[config.mk]
export PLATFORM = sky130hd
export DESIGN_NAME = rom_patch_unit
export DESIGN_NICKNAME = d
export VERILOG_FILES = /design/src/common/patch_pkg.sv /design/src/common/bank_if.sv /design/src/core/rom_patch_unit.sv /design/src/core/bank_match.sv
export SDC_FILE = /design/constraint.sdc
export NUM_CORES = 1
export LEC_CHECK = 0
export BUFFER_PORTS_ARGS = -buffer_cell sky130_fd_sc_hd__buf_2
export CAP_MARGIN = 20
export CORE_ASPECT_RATIO = 0.9
export CORE_MARGIN = 2
export CORE_UTILIZATION = 50
export DETAILED_ROUTE_END_ITERATION = 10
export GPL_ROUTABILITY_DRIVEN = 1
export PLACE_DENSITY = 0.71
export SETUP_SLACK_MARGIN = 0.02
export SLEW_MARGIN = 20
export SYNTH_ARGS = -nofsm -noshare
export SYNTH_HDL_FRONTEND = slang
export SYNTH_HIERARCHICAL = 1
export SYNTH_SLANG_ARGS = --single-unit
[constraint.sdc]
create_clock -name SYS_CLK -period 2.5 [get_ports SYS_CLK]
set_input_delay 0.25 -clock SYS_CLK [delete_from_list [all_inputs] [get_ports SYS_CLK]]
set_output_delay 0.25 -clock SYS_CLK [all_outputs]
set_load 0.02 [all_outputs]
[src/common/patch_pkg.sv]
package patch_pkg;
	typedef logic [15:0] word_t;
	typedef logic [7:0] byte_t;
	localparam int NUM_BANKS = 4;
	localparam int SLOTS_PER_BANK = 4;
	localparam int NUM_SLOTS = NUM_BANKS * SLOTS_PER_BANK;
	// Byte slot order inside one bank
	localparam int SLOT_ADDR_LO = 0;
	localparam int SLOT_ADDR_HI = 1;
	localparam int SLOT_VAL_LO = 2;
	localparam int SLOT_VAL_HI = 3;
	// Register byte offsets on the bus
	localparam logic [7:0] OFS_CTRL = 8'h00;
	localparam logic [7:0] OFS_DATA = 8'h04;
	localparam logic [7:0] OFS_PTR = 8'h08;
	// Control register fields
	localparam int CTRL_EN_LSB = 0;
	localparam int CTRL_MODE_LSB = 4;
	localparam logic [7:0] CTRL_RESET = 8'h00;
	localparam logic MODE_JUMP = 1'b0;
	localparam logic MODE_DATA = 1'b1;
	localparam logic [3:0] PTR_RESET = 4'h0;
	localparam logic [3:0] PTR_STEP = 4'h1;
	localparam logic [3:0] PTR_LAST = 4'hF;
	localparam byte_t BYTE_ZERO = 8'h00;
	localparam word_t ADDR_STEP = 16'h0001;
	localparam word_t WORD_ZERO = 16'h0000;
	localparam logic [31:0] BUS_ZERO = 32'h00000000;
	// Patch RAM window where fetches must not trap
	localparam word_t RAM_FIRST = 16'h0140;
	localparam word_t RAM_LAST = 16'h023F;
endpackage

[src/common/bank_if.sv]
`timescale 1ns/1ns
`default_nettype none
interface bank_if;
	import patch_pkg::*;
	word_t start;
	word_t addr;
	logic en;
	logic mode;
	logic fetch;
	logic read;
	logic word;
	logic nosub;
	logic jump_hit;
	logic lo_hit;
	logic hi_hit;
	modport table_side (output start, addr, en, mode, fetch, read, word, nosub,
		input jump_hit, lo_hit, hi_hit);
	modport match (input start, addr, en, mode, fetch, read, word, nosub,
		output jump_hit, lo_hit, hi_hit);
endinterface
`default_nettype wire

[src/core/rom_patch_unit.sv]
`timescale 1ns/1ns
`default_nettype none
module rom_patch_unit (
	input wire logic SYS_CLK, // 25 MHz core clock
	input wire logic RSTN, // Async reset, active low
	input wire logic WB_CYC_I, // Bus cycle
	input wire logic WB_STB_I, // Bus strobe
	input wire logic WB_WE_I, // Write enable
	input wire logic [7:0] WB_ADR_I, // Byte address
	input wire logic [3:0] WB_SEL_I, // Byte lanes
	input wire logic [31:0] WB_DAT_I, // Write data
	output logic [31:0] WB_DAT_O, // Read data
	output logic WB_ACK_O, // Cycle acknowledge
	input wire patch_pkg::word_t CORE_ADDR, // Fetch or read address
	input wire logic CORE_FETCH, // Opcode fetch this cycle
	input wire logic CORE_READ, // Data read this cycle
	input wire logic CORE_WORD, // Data read is two bytes
	input wire logic CORE_NOSUB, // Read uses HL auto inc/dec
	output logic JUMP_REQ, // Replace opcode with a jump
	output patch_pkg::word_t JUMP_ADDR, // Jump target
	output logic SUBST_VALID, // Replace read data
	output patch_pkg::word_t SUBST_DATA, // Replacement data
	output logic TRAP_INHIBIT // Suppress the address trap
);
	import patch_pkg::*;

	function automatic logic reg_hit(input logic [7:0] adr, input logic [7:0] ofs);
		reg_hit = (adr == ofs);
	endfunction

	function automatic logic in_patch_ram(input word_t a);
		in_patch_ram = (a >= RAM_FIRST) && (a <= RAM_LAST);
	endfunction

	byte_t slots [NUM_SLOTS];
	logic [3:0] ptr;
	logic [NUM_BANKS-1:0] bank_en;
	logic [NUM_BANKS-1:0] bank_mode;
	logic ack;
	logic req;
	logic wr_data;
	logic wr_ctrl;
	byte_t wr_byte;
	logic [31:0] next_rdata;
	word_t start_a [NUM_BANKS];
	word_t val_a [NUM_BANKS];
	logic [NUM_BANKS-1:0] jump_hit;
	logic [NUM_BANKS-1:0] lo_hit;
	logic [NUM_BANKS-1:0] hi_hit;
	logic next_jump;
	word_t next_jaddr;
	logic next_subst;
	word_t next_sdata;
	logic next_trap;

	bank_if bif [NUM_BANKS] ();

	// One compare lane per bank, all running every cycle
	generate
		for (genvar g = 0; g < NUM_BANKS; g++) begin : g_bank
			assign start_a[g] = {slots[g * SLOTS_PER_BANK + SLOT_ADDR_HI],
				slots[g * SLOTS_PER_BANK + SLOT_ADDR_LO]};
			assign val_a[g] = {slots[g * SLOTS_PER_BANK + SLOT_VAL_HI],
				slots[g * SLOTS_PER_BANK + SLOT_VAL_LO]};
			assign bif[g].start = start_a[g];
			assign bif[g].addr = CORE_ADDR;
			assign bif[g].en = bank_en[g];
			assign bif[g].mode = bank_mode[g];
			assign bif[g].fetch = CORE_FETCH;
			assign bif[g].read = CORE_READ;
			assign bif[g].word = CORE_WORD;
			assign bif[g].nosub = CORE_NOSUB;
			bank_match u_match (
				.bus(bif[g])
			);
			assign jump_hit[g] = bif[g].jump_hit;
			assign lo_hit[g] = bif[g].lo_hit;
			assign hi_hit[g] = bif[g].hi_hit;
		end
	endgenerate

	// Bus slave: every access is answered one cycle after it is presented
	assign req = WB_CYC_I && WB_STB_I && !ack;
	assign wr_byte = WB_DAT_I[7:0];
	assign wr_data = req && WB_WE_I && WB_SEL_I[0] && reg_hit(WB_ADR_I, OFS_DATA);
	assign wr_ctrl = req && WB_WE_I && WB_SEL_I[0] && reg_hit(WB_ADR_I, OFS_CTRL);

	always_ff @(posedge SYS_CLK or negedge RSTN) begin
		if (!RSTN) begin
			ack <= 1'b0;
		end else begin
			ack <= req;
		end
	end

	assign WB_ACK_O = ack;

	always_ff @(posedge SYS_CLK or negedge RSTN) begin
		if (!RSTN) begin
			ptr <= PTR_RESET;
		end else if (wr_data) begin
			// Four-bit pointer rolls from slot 15 back to slot 0 by itself
			ptr <= ptr + PTR_STEP;
		end
	end

	always_ff @(posedge SYS_CLK or negedge RSTN) begin
		if (!RSTN) begin
			for (int i = 0; i < NUM_SLOTS; i++) begin
				slots[i] <= BYTE_ZERO;
			end
		end else if (wr_data) begin
			slots[ptr] <= wr_byte;
		end
	end

	always_ff @(posedge SYS_CLK or negedge RSTN) begin
		if (!RSTN) begin
			bank_en <= CTRL_RESET[CTRL_EN_LSB +: NUM_BANKS];
			bank_mode <= CTRL_RESET[CTRL_MODE_LSB +: NUM_BANKS];
		end else if (wr_ctrl) begin
			bank_en <= wr_byte[CTRL_EN_LSB +: NUM_BANKS];
			bank_mode <= wr_byte[CTRL_MODE_LSB +: NUM_BANKS];
		end
	end

	// Read mux; unmapped offsets answer with zero rather than stalling the bus
	always_comb begin
		next_rdata = BUS_ZERO;
		if (reg_hit(WB_ADR_I, OFS_CTRL)) begin
			next_rdata[CTRL_EN_LSB +: NUM_BANKS] = bank_en;
			next_rdata[CTRL_MODE_LSB +: NUM_BANKS] = bank_mode;
		end else if (reg_hit(WB_ADR_I, OFS_DATA)) begin
			next_rdata[7:0] = slots[ptr];
		end else if (reg_hit(WB_ADR_I, OFS_PTR)) begin
			next_rdata[3:0] = ptr;
		end
	end

	always_ff @(posedge SYS_CLK or negedge RSTN) begin
		if (!RSTN) begin
			WB_DAT_O <= BUS_ZERO;
		end else if (req && !WB_WE_I) begin
			WB_DAT_O <= next_rdata;
		end else begin
			WB_DAT_O <= BUS_ZERO;
		end
	end

	// Core side: lowest-numbered bank wins if software overlaps banks.
	// Results appear one cycle after the address, so the core must
	// leave that cycle free before consuming the opcode or data.
	always_comb begin
		next_jump = 1'b0;
		next_jaddr = WORD_ZERO;
		next_subst = 1'b0;
		next_sdata = WORD_ZERO;
		for (int i = NUM_BANKS - 1; i >= 0; i--) begin
			if (jump_hit[i]) begin
				next_jump = 1'b1;
				next_jaddr = val_a[i];
			end
			if (lo_hit[i]) begin
				next_subst = 1'b1;
				next_sdata = {BYTE_ZERO, val_a[i][7:0]};
			end
			if (hi_hit[i]) begin
				next_sdata[15:8] = val_a[i][15:8];
			end
		end
		next_trap = CORE_FETCH && (|bank_en) && in_patch_ram(CORE_ADDR);
	end

	always_ff @(posedge SYS_CLK or negedge RSTN) begin
		if (!RSTN) begin
			JUMP_REQ <= 1'b0;
			JUMP_ADDR <= WORD_ZERO;
		end else begin
			JUMP_REQ <= next_jump;
			JUMP_ADDR <= next_jaddr;
		end
	end

	always_ff @(posedge SYS_CLK or negedge RSTN) begin
		if (!RSTN) begin
			SUBST_VALID <= 1'b0;
			SUBST_DATA <= WORD_ZERO;
		end else begin
			SUBST_VALID <= next_subst;
			SUBST_DATA <= next_sdata;
		end
	end

	always_ff @(posedge SYS_CLK or negedge RSTN) begin
		if (!RSTN) begin
			TRAP_INHIBIT <= 1'b0;
		end else begin
			TRAP_INHIBIT <= next_trap;
		end
	end

	// Checks
	byte_t past_byte;
	assign past_byte = wr_byte;

	property p_ptr_reset;
		@(posedge SYS_CLK) disable iff (!RSTN)
		$rose(RSTN) |-> (ptr == PTR_RESET);
	endproperty
	a_ptr_reset: assert property (p_ptr_reset) else $error("pointer not zero after reset");

	property p_ptr_step;
		@(posedge SYS_CLK) disable iff (!RSTN)
		(wr_data && ptr != PTR_LAST) |=> (ptr == $past(ptr) + PTR_STEP);
	endproperty
	a_ptr_step: assert property (p_ptr_step) else $error("pointer did not advance");

	property p_ptr_wrap;
		@(posedge SYS_CLK) disable iff (!RSTN)
		(wr_data && ptr == PTR_LAST) |=> (ptr == PTR_RESET);
	endproperty
	a_ptr_wrap: assert property (p_ptr_wrap) else $error("pointer did not wrap");

	property p_slot_store;
		@(posedge SYS_CLK) disable iff (!RSTN)
		wr_data |=> (slots[$past(ptr)] == $past(past_byte));
	endproperty
	a_slot_store: assert property (p_slot_store) else $error("byte not stored at slot");

	property p_jump0;
		@(posedge SYS_CLK) disable iff (!RSTN)
		(CORE_FETCH && bank_en[0] && bank_mode[0] == MODE_JUMP && CORE_ADDR == start_a[0])
			|=> (JUMP_REQ && JUMP_ADDR == $past(val_a[0]));
	endproperty
	a_jump0: assert property (p_jump0) else $error("jump not issued for bank 0");

	property p_word0;
		@(posedge SYS_CLK) disable iff (!RSTN)
		(CORE_READ && CORE_WORD && !CORE_NOSUB && bank_en[0] && bank_mode[0] == MODE_DATA
			&& CORE_ADDR == start_a[0]) |=> (SUBST_VALID && SUBST_DATA == $past(val_a[0]));
	endproperty
	a_word0: assert property (p_word0) else $error("word not replaced for bank 0");

	property p_byte_lo;
		@(posedge SYS_CLK) disable iff (!RSTN)
		(lo_hit != '0 && !CORE_WORD) |=> (SUBST_VALID && SUBST_DATA[15:8] == BYTE_ZERO);
	endproperty
	a_byte_lo: assert property (p_byte_lo) else $error("byte read got a full word");

	property p_byte_hi0;
		@(posedge SYS_CLK) disable iff (!RSTN)
		(CORE_READ && !CORE_WORD && bank_en[0] && bank_mode[0] == MODE_DATA && lo_hit == '0
			&& CORE_ADDR == start_a[0] + ADDR_STEP) |=> !SUBST_VALID;
	endproperty
	a_byte_hi0: assert property (p_byte_hi0) else $error("byte read past start substituted");

	property p_nosub;
		@(posedge SYS_CLK) disable iff (!RSTN)
		(CORE_NOSUB && !CORE_FETCH) |=> !SUBST_VALID;
	endproperty
	a_nosub: assert property (p_nosub) else $error("auto inc/dec read substituted");

	property p_disabled;
		@(posedge SYS_CLK) disable iff (!RSTN)
		(bank_en == '0) |=> (!JUMP_REQ && !SUBST_VALID && !TRAP_INHIBIT);
	endproperty
	a_disabled: assert property (p_disabled) else $error("disabled unit acted");

	property p_trap;
		@(posedge SYS_CLK) disable iff (!RSTN)
		(CORE_FETCH && bank_en != '0 && CORE_ADDR >= RAM_FIRST && CORE_ADDR <= RAM_LAST)
			|=> TRAP_INHIBIT;
	endproperty
	a_trap: assert property (p_trap) else $error("trap not suppressed in patch RAM");

	property p_ack;
		@(posedge SYS_CLK) disable iff (!RSTN)
		(WB_CYC_I && WB_STB_I && !WB_ACK_O) |=> WB_ACK_O ##1 !WB_ACK_O;
	endproperty
	a_ack: assert property (p_ack) else $error("bus ack not a single cycle");

	property p_ctrl_load;
		@(posedge SYS_CLK) disable iff (!RSTN)
		wr_ctrl |=> (bank_en == $past(wr_byte[CTRL_EN_LSB +: NUM_BANKS])
			&& bank_mode == $past(wr_byte[CTRL_MODE_LSB +: NUM_BANKS]));
	endproperty
	a_ctrl_load: assert property (p_ctrl_load) else $error("control byte not loaded");

	property p_lane_off;
		@(posedge SYS_CLK) disable iff (!RSTN)
		(req && WB_WE_I && !WB_SEL_I[0]) |=> $stable(ptr);
	endproperty
	a_lane_off: assert property (p_lane_off) else $error("masked write moved pointer");

	property p_fetch_nosubst;
		@(posedge SYS_CLK) disable iff (!RSTN)
		(CORE_FETCH && !CORE_READ) |=> !SUBST_VALID;
	endproperty
	a_fetch_nosubst: assert property (p_fetch_nosubst) else $error("fetch got data");

	property p_read_nojump;
		@(posedge SYS_CLK) disable iff (!RSTN)
		!CORE_FETCH |=> !JUMP_REQ;
	endproperty
	a_read_nojump: assert property (p_read_nojump) else $error("jump without fetch");

	property p_trap_off;
		@(posedge SYS_CLK) disable iff (!RSTN)
		!(CORE_FETCH && CORE_ADDR >= RAM_FIRST && CORE_ADDR <= RAM_LAST) |=> !TRAP_INHIBIT;
	endproperty
	a_trap_off: assert property (p_trap_off) else $error("trap suppressed outside RAM");

	property p_rd_idle;
		@(posedge SYS_CLK) disable iff (!RSTN)
		!WB_ACK_O |-> (WB_DAT_O == BUS_ZERO);
	endproperty
	a_rd_idle: assert property (p_rd_idle) else $error("read data outside ack");

	property p_ptr_read;
		@(posedge SYS_CLK) disable iff (!RSTN)
		(req && !WB_WE_I && reg_hit(WB_ADR_I, OFS_PTR)) |=> (WB_DAT_O[3:0] == $past(ptr));
	endproperty
	a_ptr_read: assert property (p_ptr_read) else $error("pointer read wrong");

	property p_data_read;
		@(posedge SYS_CLK) disable iff (!RSTN)
		(req && !WB_WE_I && reg_hit(WB_ADR_I, OFS_DATA))
			|=> (WB_DAT_O[7:0] == $past(slots[ptr]) && $stable(ptr));
	endproperty
	a_data_read: assert property (p_data_read) else $error("data port read wrong");

endmodule
`default_nettype wire

[src/core/bank_match.sv]
`timescale 1ns/1ns
`default_nettype none
module bank_match (
	bank_if.match bus // One bank's compare lanes
);
	import patch_pkg::*;
	logic at_start;
	logic data_rd;
	assign at_start = (bus.addr == bus.start);
	// Auto-increment/decrement reads bypass substitution entirely
	assign data_rd = bus.en && (bus.mode == MODE_DATA) && bus.read && !bus.nosub;
	assign bus.jump_hit = bus.en && (bus.mode == MODE_JUMP) && bus.fetch && at_start;
	assign bus.lo_hit = data_rd && at_start;
	// A byte read at start plus one keeps ROM data; only a word read at start reaches it
	assign bus.hi_hit = data_rd && bus.word && at_start;
endmodule
`default_nettype wire

==> results.md <==
* Status: finished, final reports clean
* Post-synth EDFFs at 0
* R2R cell count at 8
* Vias in the first global route at approximately 7300
* Setup_tns at 0 ns
* Initial DRC Count at about 760
* Slew of the pin with the lowest slew margin at 0.828 ns
* Die area at approximately 21000 µm²
* Reg clk slew, reported paths at approximately 0.070 ns
* Crit-path max FO at 10
* Layout net count at around 980
* Rows at 48
* WP data required at around 2.8 ns
* Count of pins over their slew limit at 0
* Num CTS Buffers at 17
* FF-to-FF End: JUMP_ADDR[0]
* Crit path DAT at about 2.7 ns
* Global-route wire length before repair at between 40000 and 50000 µm
* Top_reg_cell synth: dfrtp_1
* GRT overflow at 0
* Post-synthesis sequential area ratio at between 40% and 50%
* Number of iterations in the first detailed-routing pass at 6
* H-tree depth at 4
* Layout area overhead at 15.7%
* Max clock buf depth at 2
* Ant diodes at 0
* Ys async rst share at between 90% and 100%
* Initial Utilization at 51.3%
* Worst Hold Class: in2reg
* Skew-Pair Late Insertion Delay at ~0.44 ns
* Total core area at around 19000 µm²
* Crit Path Category: reg2reg
* Rel. slew slack at 44.7%
* Setup bufs post-CTS at 0
* TritonCTS clock tree: done
* Remaining DRCs at 0
* Final setup vio count at 0
* Tot Pwr at between 6 and 7 mW
* Final worst slack at 0.110 ns
* Post-Synthesis Cells at between 700 and 800
* Fin Clk Skew at between 0.008 and 0.009 ns
* Routed vias/inst at around 6.3
* Crit path time final at about 2.4 ns
* GPL Wtd Cong at approximately 0.95
* Die width at approximately 150 µm
* Max Cap Violations at 0
* Power Density at ~530 nW/µm²
* Yosys top cell by area: dfrtp_1
* Endpoints failing hold at 0
* Final WL at ~31000 µm
* Buffers on Ports at between 80 and 90
* Startpoint types: flip-flop
* Syn Area/Cell at between 10 and 15 µm²
* Initial antenna violation count at 0
* Clk sink count at about 180
* Ports at 137
* Worst setup path start: bif[3].start[1]
* Finished Core Util at between 50 and 60%
* Synth area leaders: dfrtp_1, mux2_2, mux4_2
* CTS root buf: clkbuf_16
* DP Wirelength at approximately 21000 µm
* Largest net degree at the start of global routing at 66
* Leak at between 5 and 6 nW
* RSZ-0062 raised after global routing: no
* Placement Setup Slack at 0.00201 ns
* Netlist cell types at between 40 and 50
* Post-Syn Area at 9920 µm²
* Via Count at around 7400
* Critical path endpoint: JUMP_ADDR[0]
* Synthesis Warnings at 6
* Number of synthesized register bits at around 180
* Routed Antenna Nets at 0
* Reg-to-reg startpoint: bif[3].start[1]
* Setup crit end kind: flip-flop
* Peak VDD IR at about 0.48 mV
* Reg2Reg Setup Slack at 0.11 ns
* WL/cell at roughly 26 µm
* Share of cells above drive strength 1 at 39.7%
* Chip height at approximately 140 µm
* GR Util All Layers at just under 30%
* Post-synth top area share at 46.4%
* Max Fclk at between 0.4 and 0.5 GHz
* Crit share post-route at between 90 and 100%
-- stage by stage --
stage	cell area, µm²	hold slack [ns]	std cells
floorplan	10000	-0.0456	821
global placement	10800	0.279	1140
detailed placement	10800	0.275	1140
CTS	11500	0.151	1173
global route	11500	0.176	1173
finish	11500	0.168	1173
-- state kept, by name, summed over array words and instances, names as in the netlist --
| register | flops |
|---|---|
| bif.start | 64 |
| ptr | 4 |
| WB_DAT_O | 8 |
| TRAP_INHIBIT | 1 |
| bank_mode | 4 |
| JUMP_ADDR | 16 |
| SUBST_VALID | 1 |
| WB_ACK_O | 1 |
| slots | 64 |
| JUMP_REQ | 1 |
| SUBST_DATA | 16 |
| bank_en | 4 |
-- final cells by class --
cell class | count | area, µm²
clock inverter | 11 | 135
fill | 1588 | 7860
inverter | 3 | 11.3
sequential | 184 | 4610
multi-input combinational | 561 | 5020
clock buffer | 21 | 480
timing repair buffer | 143 | 913
tap | 250 | 313
-- kinds of logic (layout without fill, tap and decap cells) --
family | after synthesis | count (layout) | synth area share [%]
compound gates | 94 | 94 | 6.52
fa+ha+maj | 4 | 4 | 0.505
simple gates | 184 | 184 | 12.0
buf+inv | 76 | 178 | 3.95
other cells | 1 | 24 | 0.0378
mux | 188 | 188 | 24.6
flops | 184 | 184 | 46.4
xor+xnor | 67 | 67 | 5.92
-- synthesized netlist by cell type, types with 6 or more instances --
| cell | count |
|---|---|
| clkbuf_1 | 26 |
| nor4_4 | 9 |
| nand3b_1 | 9 |
| buf_2 | 7 |
| dfrtp_1 | 184 |
| nand4_1 | 14 |
| xnor2_1 | 65 |
| o21ai_0 | 19 |
| mux4_2 | 31 |
| nor2b_1 | 26 |
| a21oi_1 | 20 |
| a221oi_1 | 15 |
| buf_1 | 15 |
| o221ai_1 | 7 |
| a22o_1 | 8 |
| buf_4 | 24 |
| a22oi_1 | 8 |
| nor2_1 | 15 |
| nand2_1 | 59 |
| or4_1 | 6 |
| mux2_2 | 138 |
| o31ai_1 | 16 |
| mux2i_1 | 19 |
| nor3_1 | 7 |
-- per-layer routing --
layer | routed length, µm | vias to the layer above | track usage, % | share of wire (%)
li1 | - | 3128 | - | -
met1 | 13000 | 3826 | 40.5 | 43
met2 | 13600 | 374 | 45.1 | 45
met3 | 2760 | 81 | 8.46 | 9.0
met4 | 1130 | 0 | 12.5 | 3.7
met5 | 0 | - | 0 | 0
-- critical path, stage by stage (launching register included) --
cell and delay (ns):
dfrtp_1 0.42, xnor2_1 0.18, nand4_1 0.23, nor2_1 0.20
and4b_1 0.23, nor2b_1 0.25, buf_4 0.27, a221oi_1 0.11
o31ai_1 0.35
-- where the power goes --
group	internal, mW	switching (mW)	total (mW)	leakage [nW]
clock	1.59	1.21	2.81	0.293
sequential	2.98	0.00299	2.98	2.57
combinational	0.0966	0.230	0.326	2.48
total	4.67	1.44	6.11	5.34
-- timing repair --
item                                   4_1_cts  5_1_grt
endpoints found under the hold margin       63        0
setup endpoints to repair                    4       14
hold buffers                                 1        0
resized for setup                            1        2
-- cells in the final DEF, fill, tap and decap left out, drive strengths merged, types with 3 or more instances in the layout --
cell type / count
and4: 5
a22oi: 8
nand3b: 9
a21oi: 20
o221ai: 7
nor3: 11
mux2: 138
nor4: 13
nand4: 14
buf: 141
a221oi: 15
dfrtp: 184
mux2i: 19
and3: 4
conb: 24
o31ai: 16
o21ai: 19
nor2: 15
inv: 6
and3b: 5
and4b: 5
clkbuf: 22
xnor2: 65
or4: 6
nand3: 5
ha: 4
nor2b: 26
a22o: 8
nand2: 59
clkinvlp: 3
mux4: 31
clkinv: 3
-- worst min path at each step --
stage	endpoint	startpoint	slack (ns)	cells past startpoint
after global routing	WB_DAT_O[0]	WB_WE_I	0.18	2
after CTS	WB_DAT_O[0]	WB_WE_I	0.15	2
final	WB_DAT_O[0]	WB_WE_I	0.17	2
after global placement	ptr[1]	RSTN	0.28	1
after detailed placement	WB_ACK_O	RSTN	0.28	1
after floorplan	JUMP_ADDR[0]	RSTN	-0.05	0
No activity file was read; power rests on OpenSTA's default activity.
